### src/sspsc_pkg.sv
// Purpose: Shared constants and types for the serial port status and control block.
// Assumes: Processor I/O space with a 16-bit address and 16-bit data.
// Notes: All offsets, field positions, reset values and counts live here.
package sspsc_pkg;

  // ==========================================================================
  // Register map
  localparam logic [15:0] SSPSC_STATUS_CONTROL_ADDR = 16'hfff2;
  localparam logic [15:0] SSPSC_STATUS_CONTROL_RESET = 16'h0000;

  // ==========================================================================
  // Field positions
  localparam int SSPSC_BIT_PIN_LEVEL = 15;
  localparam int SSPSC_BIT_FS_INVERT = 14;
  localparam int SSPSC_BIT_FS_SOURCE = 13;
  localparam int SSPSC_BIT_ZERO_FLAG = 12;
  localparam int SSPSC_BIT_RESERVED = 11;
  localparam int SSPSC_BIT_CLK_INVERT = 10;
  localparam int SSPSC_BIT_CNT_CLK_SEL = 9;
  localparam int SSPSC_BIT_PRESCALE_EN = 8;
  localparam int SSPSC_TX_STAT_LSB = 5;
  localparam int SSPSC_RX_STAT_LSB = 2;
  localparam int SSPSC_BIT_SIGN_EXT = 1;
  localparam int SSPSC_BIT_WORD_SIZE = 0;

  // ==========================================================================
  // Data path sizes and counts
  localparam int SSPSC_WORD_W = 16;
  localparam int SSPSC_FIFO_DEPTH = 8;
  localparam int SSPSC_FIFO_CNT_W = 4;
  localparam logic [4:0] SSPSC_BITS_BYTE = 5'h08;
  localparam logic [4:0] SSPSC_BITS_WORD = 5'h10;
  localparam logic [3:0] SSPSC_FIFO_HALF = 4'h4;
  localparam logic [3:0] SSPSC_FIFO_FULL = 4'h8;

  // ==========================================================================
  // Five FIFO fill states
  localparam logic [2:0] SSPSC_FILL_EMPTY = 3'h0;
  localparam logic [2:0] SSPSC_FILL_LOW = 3'h1;
  localparam logic [2:0] SSPSC_FILL_HALF = 3'h2;
  localparam logic [2:0] SSPSC_FILL_HIGH = 3'h3;
  localparam logic [2:0] SSPSC_FILL_FULL = 3'h4;

  // ==========================================================================
  // Writable control settings, in register order
  typedef struct packed {
    logic frame_sync_invert;
    logic internal_frame_sync_source;
    logic shift_clock_invert;
    logic counter_clock_select;
    logic prescale_enable;
    logic sign_extend_enable;
    logic word_size_byte;
  } sspsc_ctrl_t;

  localparam sspsc_ctrl_t SSPSC_CTRL_RESET = '0;

  // I/O space access from the processor.
  typedef struct packed {
    logic [15:0] addr;
    logic wr;
    logic rd;
    logic [15:0] wdata;
  } sspsc_io_t;

  // Frame sync generator states, Gray coded along idle, start, hold.
  typedef enum logic [1:0] {
    SSPSC_FS_IDLE = 2'b00,
    SSPSC_FS_START = 2'b01,
    SSPSC_FS_HOLD = 2'b11
  } sspsc_fs_state_t;

endpackage

### src/sspsc_fifo.sv
// Purpose: Synchronous FIFO with valid and ready on both sides.
// Assumes: One clock; push and pop may occur in the same cycle.
// Notes: The flush input empties the FIFO without touching stored words.
`timescale 1ns/100ps
`default_nettype none
module sspsc_fifo #(
  parameter int WIDTH = 16,
  parameter int DEPTH = 8,
  parameter int CNT_W = 4
) (
  input wire logic i_clk_sys,
  input wire logic i_rst,
  input wire logic i_flush,
  input wire logic i_in_valid,
  input wire logic [WIDTH-1:0] i_in_data,
  output logic o_in_ready,
  output logic o_out_valid,
  output logic [WIDTH-1:0] o_out_data,
  input wire logic i_out_ready,
  output logic [CNT_W-1:0] o_count
);

  localparam int PTR_W = $clog2(DEPTH);

  logic [WIDTH-1:0] mem_reg [DEPTH];
  logic [PTR_W-1:0] wr_ptr_reg;
  logic [PTR_W-1:0] rd_ptr_reg;
  logic [CNT_W-1:0] count_reg;
  wire push = i_in_valid && o_in_ready;
  wire pop = o_out_valid && i_out_ready;

  // A full FIFO refuses input, so back-pressure reaches the source.
  assign o_in_ready = (count_reg != CNT_W'(DEPTH)) && !i_flush;
  assign o_out_valid = (count_reg != '0) && !i_flush;
  assign o_out_data = mem_reg[rd_ptr_reg];
  assign o_count = count_reg;

  // ==========================================================================
  // Storage
  always_ff @(posedge i_clk_sys) begin
    if (push) begin
      mem_reg[wr_ptr_reg] <= i_in_data;
    end
  end

  // ==========================================================================
  // Pointers and count
  always_ff @(posedge i_clk_sys or posedge i_rst) begin
    if (i_rst) begin
      wr_ptr_reg <= '0;
      rd_ptr_reg <= '0;
      count_reg <= '0;
    end else if (i_flush) begin
      wr_ptr_reg <= '0;
      rd_ptr_reg <= '0;
      count_reg <= '0;
    end else begin
      if (push) begin
        wr_ptr_reg <= (wr_ptr_reg == PTR_W'(DEPTH - 1)) ? '0 : wr_ptr_reg + 1'b1;
      end
      if (pop) begin
        rd_ptr_reg <= (rd_ptr_reg == PTR_W'(DEPTH - 1)) ? '0 : rd_ptr_reg + 1'b1;
      end
      count_reg <= count_reg + CNT_W'(push) - CNT_W'(pop);
    end
  end

endmodule
`default_nettype wire

### src/sspsc_top.sv
// Purpose: Status and control register of the enhanced serial port, with the pin
//          polarity logic, shift clock prescaler, frame sync timing and FIFOs it steers.
// Assumes: i_clk_sys is the processor output clock; pins are asynchronous to it.
// Notes: The counter and frame sync prescaler live outside and report zero events.
`timescale 1ns/100ps
`default_nettype none
// Function
// - Bit 15 reads back the live level of the serial receive pin.
// - Normal polarity: frame sync high one shift clock, transfer keyed on falling edge.
// - Inverted polarity: sync inverted and held for the whole 8 or 16 bit word.
// - Frame sync inversion applies once to outgoing and once to incoming sync.
// - Bit 13 picks frame sync from prescaler, or from transmit FIFO writes; writes pending together share one.
// - Bit 12 sets when frame sync prescaler hits zero; write 1 clears.
// - In counter mode the same bit sets when the 16-bit counter hits zero.
// - Setting that bit raises an interrupt only when the interrupt enable is set.
// - Bit 10 inverts the internal transmit shift clock and the receive shift clock.
// - Clock inversion applies once to transmit and once to receive shift clocks.
// - In counter mode bit 9 picks shift clock pin or processor clock for counter.
// - Outside counter mode the counter clock select has no effect.
// - Bit 8 lets the shift clock prescaler count; cleared, it stands still.
// - Bits 7-5 and 4-2 report transmit and receive FIFO fill in five states.
// - Byte mode: bit 1 picks sign or zero fill of the upper received byte.
// - Bit 0 resets to 16-bit words; set, it selects 8-bit words.
// - Port soft reset clears status bits and keeps control settings.
module sspsc_top (
  input wire logic i_clk_sys,
  input wire logic i_rst,
  input wire sspsc_pkg::sspsc_io_t i_io,
  output logic [15:0] o_io_rdata,
  input wire logic i_port_soft_reset,
  input wire logic i_general_counter_mode,
  input wire logic i_counter_interrupt_enable,
  input wire logic i_shift_clock_mode_select,
  input wire logic [7:0] i_shift_clock_divisor,
  input wire logic i_frame_sync_prescaler_zero,
  input wire logic i_counter_zero,
  output logic o_counter_interrupt,
  output logic o_counter_tick,
  input wire logic i_serial_receive_pin,
  input wire logic i_transmit_shift_clock,
  output logic o_transmit_shift_clock,
  output logic o_transmit_shift_clock_oe_n,
  input wire logic i_receive_shift_clock,
  output logic o_transmit_frame_sync,
  input wire logic i_receive_frame_sync,
  output logic o_core_receive_shift_clock,
  output logic o_core_receive_frame_sync,
  output logic o_shift_tick,
  input wire logic i_tx_valid,
  input wire logic [15:0] i_tx_data,
  output logic o_tx_ready,
  output logic o_shift_tx_valid,
  output logic [15:0] o_shift_tx_data,
  input wire logic i_shift_tx_ready,
  input wire logic i_shift_rx_valid,
  input wire logic [15:0] i_shift_rx_data,
  output logic o_shift_rx_ready,
  output logic o_rx_valid,
  output logic [15:0] o_rx_data,
  input wire logic i_rx_ready
);
  import sspsc_pkg::*;

  // ==========================================================================
  // Fill state encoding, shared by both FIFO status fields
  function automatic logic [2:0] fill_state(input logic [3:0] cnt);
    if (cnt == 4'h0) begin
      return SSPSC_FILL_EMPTY;
    end else if (cnt < SSPSC_FIFO_HALF) begin
      return SSPSC_FILL_LOW;
    end else if (cnt == SSPSC_FIFO_HALF) begin
      return SSPSC_FILL_HALF;
    end else if (cnt < SSPSC_FIFO_FULL) begin
      return SSPSC_FILL_HIGH;
    end else begin
      return SSPSC_FILL_FULL;
    end
  endfunction

  // ==========================================================================
  // Pin synchronisers; only the second stage is read by any logic
  logic [3:0] pin_meta_reg;
  logic [3:0] pin_sync_reg;
  wire [3:0] pin_raw = {i_serial_receive_pin, i_transmit_shift_clock,
                        i_receive_shift_clock, i_receive_frame_sync};
  always_ff @(posedge i_clk_sys or posedge i_rst) begin
    if (i_rst) begin
      pin_meta_reg <= '0;
      pin_sync_reg <= '0;
    end else begin
      pin_meta_reg <= pin_raw;
      pin_sync_reg <= pin_meta_reg;
    end
  end
  wire rx_pin_level = pin_sync_reg[3];
  wire ext_clk_level = pin_sync_reg[2];
  wire rx_clk_level = pin_sync_reg[1];
  wire rx_fs_level = pin_sync_reg[0];

  // ==========================================================================
  // Register decode
  sspsc_ctrl_t ctrl_reg;
  logic zero_flag_reg;
  wire hit = (i_io.addr == SSPSC_STATUS_CONTROL_ADDR);
  wire reg_wr = hit && i_io.wr;
  wire reg_rd = hit && i_io.rd;
  wire clear_flag = reg_wr && i_io.wdata[SSPSC_BIT_ZERO_FLAG];
  wire zero_event = i_frame_sync_prescaler_zero ||
                    (i_general_counter_mode && i_counter_zero);
  sspsc_ctrl_t ctrl_next;
  assign ctrl_next = '{
    frame_sync_invert: i_io.wdata[SSPSC_BIT_FS_INVERT],
    internal_frame_sync_source: i_io.wdata[SSPSC_BIT_FS_SOURCE],
    shift_clock_invert: i_io.wdata[SSPSC_BIT_CLK_INVERT],
    counter_clock_select: i_io.wdata[SSPSC_BIT_CNT_CLK_SEL],
    prescale_enable: i_io.wdata[SSPSC_BIT_PRESCALE_EN],
    sign_extend_enable: i_io.wdata[SSPSC_BIT_SIGN_EXT],
    word_size_byte: i_io.wdata[SSPSC_BIT_WORD_SIZE]
  };
  // The soft reset touches status only; control survives it.
  always_ff @(posedge i_clk_sys or posedge i_rst) begin
    if (i_rst) begin
      ctrl_reg <= SSPSC_CTRL_RESET;
    end else if (reg_wr) begin
      ctrl_reg <= ctrl_next;
    end
  end

  // The set term is tested first so it wins over a clearing write.
  always_ff @(posedge i_clk_sys or posedge i_rst) begin
    if (i_rst) begin
      zero_flag_reg <= 1'b0;
    end else if (zero_event) begin
      zero_flag_reg <= 1'b1;
    end else if (i_port_soft_reset || clear_flag) begin
      zero_flag_reg <= 1'b0;
    end
  end

  // ==========================================================================
  // Read data
  logic [3:0] tx_count;
  logic [3:0] rx_count;
  logic [15:0] rdata_next;
  assign rdata_next = {rx_pin_level, ctrl_reg.frame_sync_invert,
                       ctrl_reg.internal_frame_sync_source, zero_flag_reg,
                       1'b0, ctrl_reg.shift_clock_invert,
                       ctrl_reg.counter_clock_select, ctrl_reg.prescale_enable,
                       fill_state(tx_count), fill_state(rx_count),
                       ctrl_reg.sign_extend_enable, ctrl_reg.word_size_byte};
  always_ff @(posedge i_clk_sys or posedge i_rst) begin
    if (i_rst) begin
      o_io_rdata <= SSPSC_STATUS_CONTROL_RESET;
    end else begin
      o_io_rdata <= reg_rd ? rdata_next : 16'h0000;
    end
  end

  // Interrupt on the rising edge of the flag, gated by the enable.
  logic flag_q_reg;
  always_ff @(posedge i_clk_sys or posedge i_rst) begin
    if (i_rst) begin
      flag_q_reg <= 1'b0;
      o_counter_interrupt <= 1'b0;
    end else begin
      flag_q_reg <= zero_flag_reg;
      o_counter_interrupt <= zero_flag_reg && !flag_q_reg && i_counter_interrupt_enable;
    end
  end

  // ==========================================================================
  // Shift clock prescaler; each half period lasts divisor plus one cycles
  logic [7:0] pre_cnt_reg;
  logic int_clk_reg;
  wire pre_wrap = (pre_cnt_reg == 8'h00);
  always_ff @(posedge i_clk_sys or posedge i_rst) begin
    if (i_rst) begin
      pre_cnt_reg <= 8'h00;
      int_clk_reg <= 1'b0;
    end else if (ctrl_reg.prescale_enable) begin
      pre_cnt_reg <= pre_wrap ? i_shift_clock_divisor : pre_cnt_reg - 8'h01;
      int_clk_reg <= pre_wrap ? !int_clk_reg : int_clk_reg;
    end
  end

  // External clock edges are seen after synchronisation only.
  logic ext_clk_q_reg;
  always_ff @(posedge i_clk_sys or posedge i_rst) begin
    if (i_rst) begin
      ext_clk_q_reg <= 1'b0;
    end else begin
      ext_clk_q_reg <= ext_clk_level;
    end
  end
  wire int_tick = ctrl_reg.prescale_enable && pre_wrap && !int_clk_reg;
  wire ext_tick = ext_clk_level && !ext_clk_q_reg;
  wire pin_tick = i_shift_clock_mode_select ? int_tick : ext_tick;
  assign o_shift_tick = pin_tick;

  // Counter clock: shift clock pin edge or every processor clock.
  assign o_counter_tick = i_general_counter_mode &&
                          (ctrl_reg.counter_clock_select ? pin_tick : 1'b1);

  // ==========================================================================
  // Clock polarity, applied once in each direction
  always_ff @(posedge i_clk_sys or posedge i_rst) begin
    if (i_rst) begin
      o_transmit_shift_clock <= 1'b0;
      o_core_receive_shift_clock <= 1'b0;
    end else begin
      o_transmit_shift_clock <= int_clk_reg ^ ctrl_reg.shift_clock_invert;
      o_core_receive_shift_clock <= rx_clk_level ^ ctrl_reg.shift_clock_invert;
    end
  end
  assign o_transmit_shift_clock_oe_n = !i_shift_clock_mode_select;

  // ==========================================================================
  // FIFOs
  wire tx_push = i_tx_valid && o_tx_ready;
  wire [15:0] rx_ext = ctrl_reg.word_size_byte ?
                       {ctrl_reg.sign_extend_enable ? {8{i_shift_rx_data[7]}} : 8'h00,
                        i_shift_rx_data[7:0]} : i_shift_rx_data;

  sspsc_fifo #(.WIDTH(SSPSC_WORD_W), .DEPTH(SSPSC_FIFO_DEPTH),
    .CNT_W(SSPSC_FIFO_CNT_W)) u_tx_fifo (
    .i_clk_sys(i_clk_sys),
    .i_rst(i_rst),
    .i_flush(i_port_soft_reset),
    .i_in_valid(i_tx_valid),
    .i_in_data(i_tx_data),
    .o_in_ready(o_tx_ready),
    .o_out_valid(o_shift_tx_valid),
    .o_out_data(o_shift_tx_data),
    .i_out_ready(i_shift_tx_ready),
    .o_count(tx_count)
  );

  sspsc_fifo #(.WIDTH(SSPSC_WORD_W), .DEPTH(SSPSC_FIFO_DEPTH),
    .CNT_W(SSPSC_FIFO_CNT_W)) u_rx_fifo (
    .i_clk_sys(i_clk_sys),
    .i_rst(i_rst),
    .i_flush(i_port_soft_reset),
    .i_in_valid(i_shift_rx_valid),
    .i_in_data(rx_ext),
    .o_in_ready(o_shift_rx_ready),
    .o_out_valid(o_rx_valid),
    .o_out_data(o_rx_data),
    .i_out_ready(i_rx_ready),
    .o_count(rx_count)
  );

  // ==========================================================================
  // Frame sync generator
  sspsc_fs_state_t fs_state_reg;
  sspsc_fs_state_t fs_state_next;
  logic [4:0] fs_bits_reg;
  logic fs_pending_reg;
  wire fs_trigger = ctrl_reg.internal_frame_sync_source ?
                    i_frame_sync_prescaler_zero : tx_push;
  wire [4:0] word_bits = ctrl_reg.word_size_byte ? SSPSC_BITS_BYTE : SSPSC_BITS_WORD;
  // Inverted polarity holds the sync for the word; normal holds one shift clock.
  wire [4:0] fs_len = ctrl_reg.frame_sync_invert ? word_bits : 5'h01;
  wire fs_done = pin_tick && (fs_bits_reg == 5'h01);

  always_comb begin
    fs_state_next = fs_state_reg;
    case (fs_state_reg)
      SSPSC_FS_IDLE: begin
        if ((fs_trigger || fs_pending_reg) && pin_tick) begin
          fs_state_next = SSPSC_FS_START;
        end
      end
      SSPSC_FS_START: begin
        fs_state_next = fs_done ? SSPSC_FS_IDLE : SSPSC_FS_HOLD;
      end
      SSPSC_FS_HOLD: begin
        if (fs_done) begin
          fs_state_next = SSPSC_FS_IDLE;
        end
      end
      default: begin
        fs_state_next = SSPSC_FS_IDLE;
      end
    endcase
  end

  // A trigger arriving between shift clock edges waits for the next edge.
  always_ff @(posedge i_clk_sys or posedge i_rst) begin
    if (i_rst) begin
      fs_state_reg <= SSPSC_FS_IDLE;
      fs_bits_reg <= 5'h00;
      fs_pending_reg <= 1'b0;
    end else if (i_port_soft_reset) begin
      fs_state_reg <= SSPSC_FS_IDLE;
      fs_bits_reg <= 5'h00;
      fs_pending_reg <= 1'b0;
    end else begin
      fs_state_reg <= fs_state_next;
      fs_pending_reg <= (fs_trigger || fs_pending_reg) &&
                        (fs_state_reg != SSPSC_FS_IDLE || !pin_tick);
      if (fs_state_reg == SSPSC_FS_IDLE) begin
        fs_bits_reg <= fs_len;
      end else if (pin_tick) begin
        fs_bits_reg <= fs_bits_reg - 5'h01;
      end
    end
  end

  wire fs_active = (fs_state_reg != SSPSC_FS_IDLE);
  always_ff @(posedge i_clk_sys or posedge i_rst) begin
    if (i_rst) begin
      o_transmit_frame_sync <= 1'b0;
      o_core_receive_frame_sync <= 1'b0;
    end else begin
      o_transmit_frame_sync <= fs_active ^ ctrl_reg.frame_sync_invert;
      o_core_receive_frame_sync <= rx_fs_level ^ ctrl_reg.frame_sync_invert;
    end
  end

  // ==========================================================================
  // Checks
  a_pin_level_read: assert property (@(posedge i_clk_sys) disable iff (i_rst)
    reg_rd |=> o_io_rdata[15] == $past(pin_sync_reg[3]))
    else $error("receive pin level not reflected in bit 15");
  a_reserved_zero: assert property (@(posedge i_clk_sys) disable iff (i_rst)
    o_io_rdata[11] == 1'b0)
    else $error("reserved bit 11 read as one");
  a_flag_clear_one: assert property (@(posedge i_clk_sys) disable iff (i_rst)
    clear_flag && !zero_event |=> !zero_flag_reg)
    else $error("write one did not clear zero flag");
  a_flag_write_zero: assert property (@(posedge i_clk_sys) disable iff (i_rst)
    reg_wr && !i_io.wdata[12] && !i_port_soft_reset |=>
      zero_flag_reg == $past(zero_flag_reg, 1) || $past(zero_event))
    else $error("write zero changed zero flag");
  a_set_beats_clear: assert property (@(posedge i_clk_sys) disable iff (i_rst)
    (i_frame_sync_prescaler_zero || (i_general_counter_mode && i_counter_zero)) |=> zero_flag_reg)
    else $error("zero event lost");
  a_irq_gate: assert property (@(posedge i_clk_sys) disable iff (i_rst)
    o_counter_interrupt |-> $past(i_counter_interrupt_enable) && $past(zero_flag_reg) &&
      !$past(flag_q_reg))
    else $error("interrupt without enabled flag rise");
  a_prescaler_hold: assert property (@(posedge i_clk_sys) disable iff (i_rst)
    !ctrl_reg.prescale_enable |=> $stable(pre_cnt_reg) && $stable(int_clk_reg))
    else $error("prescaler counted while disabled");
  a_counter_mode_only: assert property (@(posedge i_clk_sys) disable iff (i_rst)
    !i_general_counter_mode |-> !o_counter_tick)
    else $error("counter clocked outside counter mode");
  a_tx_fs_polarity: assert property (@(posedge i_clk_sys) disable iff (i_rst)
    ##1 o_transmit_frame_sync == ($past(fs_active) ^ $past(ctrl_reg.frame_sync_invert)))
    else $error("transmit frame sync polarity wrong");
  a_clk_polarity: assert property (@(posedge i_clk_sys) disable iff (i_rst)
    ##1 o_core_receive_shift_clock == ($past(rx_clk_level) ^ $past(ctrl_reg.shift_clock_invert)))
    else $error("receive shift clock polarity wrong");
  a_sign_fill: assert property (@(posedge i_clk_sys) disable iff (i_rst)
    ctrl_reg.word_size_byte |-> rx_ext[15:8] == (ctrl_reg.sign_extend_enable ?
                                {8{i_shift_rx_data[7]}} : 8'h00))
    else $error("upper byte fill wrong in byte mode");
  a_soft_reset_keep: assert property (@(posedge i_clk_sys) disable iff (i_rst)
    i_port_soft_reset && !reg_wr |=> $stable(ctrl_reg) && (!zero_flag_reg || $past(zero_event)))
    else $error("soft reset disturbed control or kept status");

endmodule
`default_nettype wire

### config.mk
export PLATFORM = sky130hd
export DESIGN_NAME = sspsc_top
export DESIGN_NICKNAME = d
export VERILOG_FILES = /design/src/sspsc_pkg.sv /design/src/sspsc_fifo.sv /design/src/sspsc_top.sv
export SDC_FILE = /design/constraint.sdc
export NUM_CORES = 1
export LEC_CHECK = 0
export BUFFER_PORTS_ARGS = -buffer_cell sky130_fd_sc_hd__buf_4
export CAP_MARGIN = 5
export CORE_AREA = 10 10 257 136
export DETAILED_ROUTE_END_ITERATION = 10
export DIE_AREA = 0 0 267 146
export MAX_ROUTING_LAYER = met4
export SYNTH_ARGS = -nofsm -noshare
export SYNTH_HDL_FRONTEND = slang
export SYNTH_SLANG_ARGS = --single-unit
### constraint.sdc
create_clock -name i_clk_sys -period 4.43 [get_ports i_clk_sys]
set_input_delay 0.2215 -clock i_clk_sys [delete_from_list [all_inputs] [get_ports i_clk_sys]]
set_output_delay 0.2215 -clock i_clk_sys [all_outputs]
set_load 0.01 [all_outputs]
==> impl_metrics.ini <==
[yosys]
synth-edff-count = 256
synth-xor-area-share = 0.00840
synth.avg_cell_area_sq_um = 18.0
yosys.area_share.simple = 0.0609
synthFlopType = edfxtp_1
synth_top_area_frac = 0.567
synth_compound_area_frac = 0.0317
synthMuxAreaShare = 0.142
synthTopCellsByCount = 256 x edfxtp_1, 75 x dfrtp_1, 64 x mux4_2, 42 x mux2_2, 33 x inv_1
synth_top_area_cell = edfxtp_1
synth_area_leaders = edfxtp_1 57%, dfrtp_1 14%, mux4_2 11%
synthAdderAreaFrac = 0.0270
ys_seq_area_frac = 0.706
synth_top_family_by_area = multiplexers
syn_area_sq_um = 13500
yosysMostFrequentCell = edfxtp_1
synthCells = 752
synthArstFlopShare = 0.227
synth.net_count = 870
ys_ff_latch = 331
yosysWarnings = 0
synth_cell_types = 65

[finish]
instances_no_fill = 1391
drive_above_1_share = 0.341
antenna_cells = 0
nets = 1077
nFillCells = 2470
synthToLayoutAreaGrowth_pct = 22.1

[sta]
fmax_mhz = 327
whs_ns = 0.0357
finalHoldViolCount = 0
max-slew-margin-rel = 0.318
min_period_ns = 3.06
report.final.setup_viol = 0
tightest_slew_ns = 1.02
rsz0062_at_grt = false
min_period_over_period = 0.691
slew_violations = 0
fin_skew_ns = 0.0127
finalWorstSetupSlack_ns = 1.37
final.setup.tns_ns = 0

[power]
p_per_area_nw_per_um2 = 476
max-vdd-ir-drop_mv = 0.256
power_mw = 7.88
leakage_nw = 6.18

[job]
cap_violations = 0

[critical_path]
crit_top_cell = buf_4
worstSetupStartpointType = register
slowest_stage = dfrtp_2
critical_path.max_fanout = 23
arrival_ns = 2.84
endpoint_kind = output port
max_stage_delay_ns = 0.85
crit_chain = buf_4 > mux4_2 > mux2_2 > buf_4
worstPathRequired_ns = 4.21
crit_type = reg -> out

[route]
routed_wl_mm = 29.4
via_per_inst = 5.23
drtIter0Drc = 577
avgRoutedWirePerCell_um = 21.1
dr.pass1.iters = 7
route.detailed.drc = 0
postRouteAntennaNets = 0
dr_total_vias = 7277

[floorplan]
core_area_sq_um = 30800
start_util = 0.439
io_pins = 150
die-area_sq_um = 39000
die_x_um = 267
row_count = 46
die_y_um = 146

[global_route]
grt_first_pass_wirelength_mm = 45.7
gr-total-overflow = 0
antenna_found_initial = 0
track_usage = 0.156
grt_pass1_vias = 7533
grt_max_degree = 52

[placement]
io_buffers = 140
place_ws_ns = 1.69
dp.cells = 1288
gp_congestion = 0.782
dp_hpwl_mm = 19.8

[cts]
clock_sinks = 331
clk_latency_ns = 0.56
cts_buffers = 30
path_clk_slew_ns = 0.07
postCtsSetupBuffers = 0
htree_levels = 1
cts_tree = yes
cts_root_buf = clkbuf_16
cts_buffer_depth = 3

[worst_hold_path]
hp-class = in -> reg

[run_status]
status = finished clean
-- per-stage QoR --
step / utilization / cell area [sq um]
2_1_floorplan: - / 13500
3_3_place_gp: 0.490 / 15100
3_5_place_dp: 0.490 / 15100
4_1_cts: 0.536 / 16500
5_1_grt: 0.536 / 16500
6_report: 0.536 / 16500
-- critical path, delay by kind of cell (launching register included) --
| kind | cells | cell delay [ns] |
|---|---|---|
| DFF | 1 | 0.85 |
| buffers and inverters | 2 | 0.56 |
| muxes | 2 | 0.85 |
-- layer usage --
layer,routed length (um),share of wire,vias up,track usage
met5,0,0,-,-
met4,335,0.011,0,0.0240
met3,1700,0.058,31,0.0324
met2,12700,0.43,200,0.215
met1,14700,0.50,3698,0.236
li1,-,-,3348,-
-- kinds of logic (layout without fill, tap and decap cells) --
kind of cell,count (synthesis),in the layout
DFF,331,331
and+or+nand+nor,142,142
muxes,107,107
buffers and inverters,68,299
AOI/OAI and AO/OA,62,62
adders and majority gates,28,28
xor gates and xnor gates,13,13
other,1,1
-- layout by cell type, fill, tap and decap left out, types with 4 or more instances in the layout --
master         instances
clkinv_2               7
clkbuf_16             32
buf_4                163
mux2_2                42
nor2b_1                8
clkinv_1               5
nand2b_1               9
dfrtp_1               73
edfxtp_1             256
dlygate4sd3_1         47
xnor2_1                7
mux4_2                64
a21oi_1               11
ha_1                  26
nand3_1               10
nor3_1                 4
o21ai_0               20
a22o_1                 4
nand2_1               26
nand3b_1               4
nor3_2                 7
xor2_1                 6
and3_1                15
clkbuf_1               7
clkbuf_8               4
inv_1                 32
nand4_1                4
nor2_1                26
-- path summary, 6_finish.rpt --
kind                                                from                 endpoint  slack (ns)  cells after the start
worst max-delay path             u_rx_fifo.rd_ptr_reg[0]             o_rx_data[2]        1.37                      4
worst min-delay path            i_shift_clock_divisor[3]           pre_cnt_reg[3]        0.04                      3
worst max register to register      u_tx_fifo.o_count[2]     u_tx_fifo.o_count[2]        1.66                     10
worst min register to register           pin_meta_reg[1]          pin_sync_reg[1]        0.35                      0
max in group asynchronous                          i_rst  u_tx_fifo.rd_ptr_reg[0]        3.11                      4
min in group asynchronous                          i_rst          pin_meta_reg[0]        0.40                      3
-- report_power, final --
| part | switching, mW | internal [mW] | leakage, nW |
|---|---|---|---|
| Combinational | 0.737 | 0.958 | 2.42 |
| Sequential | 0.205 | 3.50 | 3.29 |
| Clock | 1.09 | 1.38 | 0.472 |
| Total | 2.04 | 5.84 | 6.18 |
-- cell type report --
cell class / instances / area [sq um] / area share
Sequential cell: 331 / 9570 / 0.578
Tap cell: 408 / 510 / 0.0309
Inverter: 33 / 125 / 0.00756
Clock inverter: 13 / 66.3 / 0.00401
Multi-Input combinational cell: 353 / 3700 / 0.224
Clock buffer: 43 / 882 / 0.0533
Timing Repair Buffer: 210 / 1690 / 0.102
-- timing repair --
action | CTS | global route
hold endpoints to repair | 262 | 0
resized for setup | 0 | 0
hold buffers | 47 | 0
No activity file was read; power rests on OpenSTA's default activity.
